`src/burst_sram_pkg.sv`:
```
/*
 package of constants for the burst sram port control block.
 assumes nothing of its surroundings.
*/
package burst_sram_pkg;
    localparam int ADDR_W = 18;
    localparam int LANES = 4;
    localparam int LANE_W = 9;
    localparam int DATA_W = LANES * LANE_W;
    localparam int BURST_W = 2;
    localparam logic [BURST_W-1:0] BURST_RST = 2'h0;
    localparam logic [BURST_W-1:0] BURST_ONE = 2'h1;
    localparam logic [LANES-1:0] LANES_NONE = 4'h0;
    localparam logic [LANES-1:0] LANES_ALL = 4'hF;
    localparam logic [DATA_W-1:0] DATA_RST = 36'h0;
    localparam logic [ADDR_W-1:0] ADDR_RST = 18'h0;
    typedef enum logic [1:0] {
        ST_DESEL = 2'h0,
        ST_FIRST = 2'h1,
        ST_ACTIVE = 2'h3
    } port_state_t;
endpackage

```
`src/burst_sram_port_control.sv`:
```
/*
 burst_sram_port_control: synchronous port control of a pipelined
 burst sram: address capture, burst counter, chip select, byte writes,
 data pin direction.
 assumes a controller on the same core_clk drives the port; the output
 enable and order strap come from pins and are synchronised here.
*/
`timescale 1ns/1ps
`default_nettype none
module burst_sram_port_control
    import burst_sram_pkg::*;
(
    input wire logic core_clk,
    input wire logic rstn,
    input wire logic [burst_sram_pkg::ADDR_W-1:0] addr,
    input wire logic processor_addr_strobe_n,
    input wire logic controller_addr_strobe_n,
    input wire logic burst_step_n,
    input wire logic chip_sel_primary_n,
    input wire logic chip_sel_second,
    input wire logic chip_sel_third_n,
    input wire logic byte_write_gate_n,
    input wire logic [burst_sram_pkg::LANES-1:0] byte_lane_select_n,
    input wire logic all_lanes_write_n,
    input wire logic output_enable_n,
    input wire logic burst_order,
    input wire logic [burst_sram_pkg::DATA_W-1:0] dq_in,
    input wire logic [burst_sram_pkg::DATA_W-1:0] read_data,
    output logic [burst_sram_pkg::DATA_W-1:0] dq_out,
    output logic [burst_sram_pkg::DATA_W-1:0] dq_oe,
    output logic [burst_sram_pkg::ADDR_W-1:0] mem_addr,
    output logic [burst_sram_pkg::LANES-1:0] mem_lane_we,
    output logic [burst_sram_pkg::DATA_W-1:0] mem_wdata,
    output logic selected
);
    import burst_sram_pkg::*;

    ////////////////////////////////////////////////////////////////////
    // pin synchronisers for output enable and order strap
    logic oe_meta;
    logic oe_sync;
    logic mode_meta;
    logic mode_sync;

    always_ff @(posedge core_clk) begin
        if (!rstn) begin
            oe_meta <= 1'b1;
            oe_sync <= 1'b1;
            mode_meta <= 1'b1;
            mode_sync <= 1'b1;
        end else begin
            oe_meta <= output_enable_n;
            oe_sync <= oe_meta;
            mode_meta <= burst_order;
            mode_sync <= mode_meta;
        end
    end

    ////////////////////////////////////////////////////////////////////
    // strobe and chip select decode
    wire cs_active = !chip_sel_primary_n && chip_sel_second
                     && !chip_sel_third_n;
    // processor strobe counts only with primary enable low
    wire proc_req = !processor_addr_strobe_n
                    && !chip_sel_primary_n;
    // controller strobe used only when processor strobe is idle
    wire ctrl_req = processor_addr_strobe_n
                    && !controller_addr_strobe_n;
    wire new_addr = proc_req || ctrl_req;
    wire capture = new_addr && cs_active;
    wire deselect = new_addr && !cs_active;
    // processor strobe cycles start as reads; writes come later
    wire any_write_in = !all_lanes_write_n
                        || (!byte_write_gate_n && !(&byte_lane_select_n));
    wire proc_write = !proc_req && any_write_in;

    logic [ADDR_W-1:0] base_addr;
    logic [BURST_W-1:0] count;
    port_state_t state;
    port_state_t next_state;
    logic [BURST_W-1:0] low_addr;
    logic [BURST_W-1:0] next_count;

    burst_step u_step (
        .start(base_addr[BURST_W-1:0]),
        .count(count),
        .interleaved(mode_sync),
        .low_addr(low_addr),
        .next_count(next_count)
    );

    // low bits of the beat that a step edge moves to
    logic [BURST_W-1:0] low_next;

    burst_step u_step_next (
        .start(base_addr[BURST_W-1:0]),
        .count(next_count),
        .interleaved(mode_sync),
        .low_addr(low_next),
        .next_count()
    );

    wire stepping = !burst_step_n && !new_addr && (state != ST_DESEL);

    always_comb begin
        next_state = state;
        case (state)
            ST_DESEL: begin
                if (capture) next_state = ST_FIRST;
            end
            ST_FIRST, ST_ACTIVE: begin
                if (deselect) next_state = ST_DESEL;
                else if (capture) next_state = ST_FIRST;
                else next_state = ST_ACTIVE;
            end
            default: next_state = ST_DESEL;
        endcase
    end

    ////////////////////////////////////////////////////////////////////
    // address register and burst counter
    always_ff @(posedge core_clk) begin
        if (!rstn) begin
            base_addr <= ADDR_RST;
            count <= BURST_RST;
            state <= ST_DESEL;
        end else begin
            state <= next_state;
            if (capture) begin
                base_addr <= addr;
                count <= BURST_RST;
            end else if (stepping) begin
                count <= next_count;
            end
        end
    end

    ////////////////////////////////////////////////////////////////////
    // write lane decode and write data capture
    wire in_cycle = capture || (state != ST_DESEL && !deselect);
    wire [LANES-1:0] byte_we = byte_write_gate_n ? LANES_NONE
                               : ~byte_lane_select_n;
    wire [LANES-1:0] next_we = !in_cycle ? LANES_NONE
                               : (!all_lanes_write_n ? LANES_ALL
                               : byte_we);
    wire [LANES-1:0] lane_we = (capture && !proc_req) || !capture
                               ? next_we : LANES_NONE;
    logic write_cycle;
    logic first_read;
    // direction is decided from this edge's decode so it lands on time
    wire next_write = (|lane_we) || (proc_write && in_cycle);
    wire next_first = capture && (state == ST_DESEL);
    wire next_selected = (next_state != ST_DESEL);
    wire [BURST_W-1:0] beat_low = stepping ? low_next : low_addr;

    always_ff @(posedge core_clk) begin
        if (!rstn) begin
            mem_lane_we <= LANES_NONE;
            mem_wdata <= DATA_RST;
            mem_addr <= ADDR_RST;
            write_cycle <= 1'b0;
            first_read <= 1'b0;
            selected <= 1'b0;
        end else begin
            mem_lane_we <= lane_we;
            mem_wdata <= dq_in;
            mem_addr <= capture ? addr
                        : {base_addr[ADDR_W-1:BURST_W], beat_low};
            write_cycle <= next_write;
            first_read <= next_first;
            selected <= next_selected;
        end
    end

    ////////////////////////////////////////////////////////////////////
    // data pin direction
    wire drive = !oe_sync && next_selected && !next_first
                 && !next_write;

    genvar i;
    generate
        for (i = 0; i < DATA_W; i = i + 1) begin : g_dq
            always_ff @(posedge core_clk) begin
                if (!rstn) begin
                    dq_oe[i] <= 1'b0;
                    dq_out[i] <= 1'b0;
                end else begin
                    dq_oe[i] <= drive;
                    dq_out[i] <= read_data[i];
                end
            end
        end
    endgenerate

    ////////////////////////////////////////////////////////////////////
    // checks
    proc_ignored_a: assert property (@(posedge core_clk) disable iff (!rstn)
        (chip_sel_primary_n && controller_addr_strobe_n) |=> $stable(base_addr))
        else $error("processor strobe captured with primary enable high");
    capture_addr_a: assert property (@(posedge core_clk) disable iff (!rstn)
        capture |=> (base_addr == $past(addr) && count == BURST_RST))
        else $error("address or counter not loaded on capture");
    counter_load_a: assert property (@(posedge core_clk) disable iff (!rstn)
        capture |=> mem_addr[BURST_W-1:0] == $past(addr[BURST_W-1:0]))
        else $error("low address bits not loaded");
    burst_step_a: assert property (@(posedge core_clk) disable iff (!rstn)
        stepping |=> count == $past(count) + BURST_ONE)
        else $error("burst counter did not step");
    hold_step_a: assert property (@(posedge core_clk) disable iff (!rstn)
        (burst_step_n && !capture) |=> $stable(count))
        else $error("burst counter moved without step");
    global_write_a: assert property (@(posedge core_clk) disable iff (!rstn)
        (!all_lanes_write_n && in_cycle && !capture) |=> mem_lane_we == LANES_ALL)
        else $error("global write missed lanes");
    byte_gate_a: assert property (@(posedge core_clk) disable iff (!rstn)
        (all_lanes_write_n && byte_write_gate_n) |=> mem_lane_we == LANES_NONE)
        else $error("lane written without gate");
    first_mask_a: assert property (@(posedge core_clk) disable iff (!rstn)
        first_read |-> !dq_oe[0])
        else $error("output driven on first read clock");
    desel_off_a: assert property (@(posedge core_clk) disable iff (!rstn)
        !selected |-> !dq_oe[0])
        else $error("output driven while deselected");
    wrap_four_a: assert property (@(posedge core_clk) disable iff (!rstn)
        (count == 2'h3 && stepping) |=> count == BURST_RST)
        else $error("burst counter did not wrap");
endmodule
`default_nettype wire

```
`src/burst_step.sv`:
```
/*
 burst_step: low address bits of the current beat and the next count of a four-beat burst.
 assumes the order strap is static while bursts run.
*/
`timescale 1ns/1ps
`default_nettype none
module burst_step
    import burst_sram_pkg::*;
(
    input wire logic [BURST_W-1:0] start,
    input wire logic [BURST_W-1:0] count,
    input wire logic interleaved,
    output logic [BURST_W-1:0] low_addr,
    output logic [BURST_W-1:0] next_count
);
    // count wraps modulo four
    assign next_count = count + BURST_ONE;
    // interleaved order xors the start, linear order adds to it
    assign low_addr = interleaved ? (start ^ count)
                                  : (start + count);
endmodule
`default_nettype wire
```
`config.mk`:
```
export PLATFORM = sky130hd
export DESIGN_NAME = burst_sram_port_control
export DESIGN_NICKNAME = d
export VERILOG_FILES = /design/src/burst_sram_pkg.sv /design/src/burst_sram_port_control.sv /design/src/burst_step.sv
export SDC_FILE = /design/constraint.sdc
export NUM_CORES = 1
export LEC_CHECK = 0
export BUFFER_PORTS_ARGS = -buffer_cell sky130_fd_sc_hd__buf_2
export CORE_ASPECT_RATIO = 2
export CORE_MARGIN = 3
export CORE_UTILIZATION = 42
export DETAILED_ROUTE_END_ITERATION = 6
export PLACE_DENSITY = 0.86
export SLEW_MARGIN = 10
export SYNTH_ARGS = -nofsm -noshare
export SYNTH_HDL_FRONTEND = slang
export SYNTH_SLANG_ARGS = --single-unit
```
`constraint.sdc`:
```
create_clock -name core_clk -period 2 [get_ports core_clk]
set_input_delay 0.4 -clock core_clk [delete_from_list [all_inputs] [get_ports core_clk]]
set_output_delay 0.4 -clock core_clk [all_outputs]
set_load 0.03 [all_outputs]
```
Yosys cells after proc, flatten, opt, wreduce, memory -nomap -nowiden
Index checks and enable logic that the tools add are counted.
{"block": "totals", "out_inout_bits": 131, "register_bits": 122, "inputBits": 106, "wordCells": 114}
{"block": "classes", "n_mux": 12, "n_reduce_logical": 45, "eq_ne": 2, "bitwise_logic": 4, "add_sub_neg": 3}
{"op": "$mux W18", "count": 1}
{"op": "$logic_and A1 B1 Y1", "count": 17}
{"op": "$logic_not A1 Y1", "count": 16}
{"op": "$mux W4", "count": 4}
{"op": "$mux W2", "count": 6}
{"op": "$logic_or A1 B1 Y1", "count": 5}
{"op": "$add A2 B2 Y2", "count": 2}
{"op": "$not A4 Y4", "count": 1}
{"op": "$pmux W2 S2", "count": 1}
{"op": "$reduce_and A4 Y1", "count": 1}
{"op": "$reduce_bool A2 Y1", "count": 2}
{"op": "$reduce_or A2 Y1", "count": 2}
{"op": "$reduce_or A4 Y1", "count": 1}
{"op": "$xor A2 B2 Y2", "count": 2}
{"op": "$add A2 B1 Y2 const B", "count": 1}
{"op": "$eq A2 B1 Y1 const B", "count": 1}
{"op": "$eq A2 B2 Y1 const B", "count": 1}
{"op": "$logic_not A2 Y1", "count": 1}
{"op": "$not A1 Y1", "count": 1}

Depth between registers and ports, before layout
{"block": "logic_depth", "ltp_word": 14, "depth_mapped": 6, "depth_no_buf": 6}

By module
A second synthesis with hierarchy kept.
{"block": "unflattened", "hier_cells": 372, "hier_area_um2": 4028.9}
{"module": "burst_sram_port_control", "seq_area_each_um2": 2442.3, "cells_each": 359, "instances": 1, "area_each_um2": 3927.5}
{"module": "burst_step (u_step_next)", "seq_area_each_um2": 0.0, "cells_each": 7, "instances": 1, "area_each_um2": 52.6}
{"module": "burst_step (u_step)", "seq_area_each_um2": 0.0, "cells_each": 6, "instances": 1, "area_each_um2": 48.8}

Least setup slack after synthesis
OpenSTA, ideal clock, no wires.
{"block": "synth_path", "path_kind": "reg2out", "startpoint": "register, netlist name dq_oe[35]", "endpoint": "output port dq_oe[10] (netlist bit)", "required_time_ns": 1.600, "stages_incl_launch_ff": 2, "setup_slack_ns": 0.265, "n_path_buf": 1, "t_arrival_ns": 1.335, "cell_sequence": "dfxtp_1 buf_4"}
{"element": "end: declaration", "line_no": "burst_sram_port_control.sv:30", "source": "output logic [burst_sram_pkg::DATA_W-1:0] dq_oe,"}

==> impl_metrics.ini <==
[min_path]
whs_path_depth = 2
min_path_type = input pin to flop

[finish]
nets = 670
final_common_cell = buf_2
multi_input_area_um2 = 1110
synthToLayoutAreaGrowth_pct = 40.7
num-fill-cells = 746
layout_common_cells = buf_2, dfxtp_1, and2_1
regArea_um2 = 2440
drive_gt1_frac = 0.483
antenna_cells = 0

[floorplanning]
initial_core_util = 0.431
die_w_um = 74.0
rows = 49
die_h_um = 142
design.core.area_um2 = 9010
io_pins = 237
fp.dieArea_um2 = 10500

[clock_tree]
insertion_delay_ns = 0.40
cts_resized = 0
cts-htree-levels = 4
hold_buffers = 0
cts_root_buf = clkbuf_16
cts_setup_buffers = 0
cts_buffers = 17
clockBufferDepth = 2
numClockSinks = 122
path_clk_slew_ns = 0.06
cts_tree = yes

[drt]
wire_per_inst_um = 13.8
wirelength_um = 9380
dr.pass1.iters = 4
via_per_inst = 4.57
vias = 3093
antenna_left = 0
drt-initial-drc-count = 113
drcViolationCount = 0

[critical_path]
cp.arrival_ns = 1.19
cp-end-kind = primary output
crit_type = flop to primary output
max_stage_delay_ns = 0.30
cp_cell_sequence = buf_4 -> buf_2
r2r_cells = 5
start_kind = flop
crit_slowest_cell = dfxtp_1
cp_max_fo = 36
required_ns = 1.60

[yosys]
synth_top_family_by_area = simple AND/OR/NAND/NOR gates
yosys.cell_types.count = 32
yosys.area.top_type = dfxtp_1
ys_ff_latch = 122
synth_mux_area_frac = 0.00806
synthXorXnorAreaFrac = 0.0148
synth_top_area_share = 0.629
synthAdderAreaFrac = 0.00645
synth.net_count = 460
synth_area_um2 = 3880
seq_area_frac_synth = 0.629
synth-simple-area-share = 0.192
synth-compound-area-share = 0.0638
synth_area_leaders = dfxtp_1, and2_1, buf_4
yosys_warnings = 0
syn_avg_cell_area_um2 = 11.0
syn_inst = 352

[power_and_ir_drop]
p_sw_mw = 1.47
seqPwrFrac = 0.433
power_leakage_nw = 2.80
pwr-share-clk = 0.467
vdd_drop_max_mv = 0.761
p_comb_frac = 0.100
swShare = 0.247
powerDensity_nw_per_um2 = 1090
intPower_mw = 4.47

[sta]
setup_viol = 0
fin_setup_tns_ns = 0
rsz0062_at_grt = no
layout_min_cycle_time_ns = 1.59
hold_viol_final = 0
min_period_over_period = 0.793
fmax_mhz = 631
maxSlewHeadroom = 0.697
tightest_slew_ns = 0.441
slew_violations = 0
hold-worst-slack_ns = 0.186
skew_ns = 0.00930

[status]
status = finished, final reports clean

[placed_design]
io_buffers = 236
gp_congestion = 0.857
dp_hpwl_um = 7300

[global_routing]
overflow = 0
grt_pass1_vias = 3139
grt_use_total = 0.182
grt_pass1_wl_um = 14200
grt_max_degree = 63
antenna_found_initial = 0

[flow_run]
maxCapViolations = 0
through the flow:
stage / setup WS [ns] / util / power [mW] / area, um^2 / cells
2_1_floorplan: 0.265 / - / 2.99 / 3880 / 352
3_3_place_gp: 0.429 / 0.545 / 3.20 / 4910 / 645
3_5_place_dp: 0.393 / 0.545 / 3.22 / 4910 / 645
4_1_cts: 0.376 / 0.606 / 6.01 / 5460 / 677
5_1_grt: 0.307 / 0.606 / 6.17 / 5460 / 677
6_report: 0.415 / 0.606 / 5.93 / 5460 / 677
cell families after synthesis:
group,after synthesis
xor gates and xnor gates,5
muxes,3
and+or+nand+nor,136
DFF,122
AOI/OAI and AO/OA,33
adders and majority gates,2
buffers and inverters,51
per-layer routing:
layer	track usage	wire (um)
met4	0.122	433
met3	0.0622	820
met2	0.342	5350
met1	0.147	2780
met5	0	0
registers in the layout, summed over array words and instances, names as in the netlist:
signal	count
oe_sync	1
mode_meta	1
dq_oe	1
mem_wdata	36
base_addr	18
count	2
selected	1
oe_meta	1
mem_addr	18
dq_out	36
mode_sync	1
state	2
mem_lane_we	4
path summary, 6_finish.rpt:
check / from / endpoint / slack, ns
max: dq_oe[35] / dq_oe[30] / 0.41
min: burst_order / mode_meta / 0.19
max reg2reg: count[0] / mem_addr[0] / 0.44
min reg2reg: oe_meta / oe_sync / 0.41
cell type report:
type | count | share of cell area
Multi-Input combinational cell | 179 | 0.202
Clock buffer | 17 | 0.0779
Clock inverter | 15 | 0.0234
Timing Repair Buffer | 241 | 0.225
Tap cell | 102 | 0.0234
Inverter | 1 | 0.000687
Sequential cell | 122 | 0.447
cells in the mapped netlist, drive strengths merged:
cell,n
and3,2
or4,1
a21boi,19
nor4,1
ha,2
nand3,1
o21ai,3
a21oi,2
xnor2,4
nor3,1
and2,73
nor2b,2
mux2i,2
o221a,2
nor3b,2
inv,1
or3b,1
nand2b,4
dfxtp,122
buf,37
mux2,1
xnor3,1
nand2,40
a41o,1
o31ai,1
nor2,8
o211a,1
clkbuf,13
o21a,4
power groups by stage:
stage          registers, mW  logic, mW  clock network [mW]
2_1_floorplan           2.82      0.170                   0
3_3_place_gp            2.62      0.580                   0
3_5_place_dp            2.62      0.595                   0
4_1_cts                 2.57      0.597                2.84
5_1_grt                 2.58      0.635                2.95
6_report                2.57      0.591                2.77
critical path: cells and delay by family, from the launching register on:
kind,cells,cell delay (ns)
buf+inv,2,0.49
flops,1,0.30
Note: power is estimated with default switching activity, not from simulation.
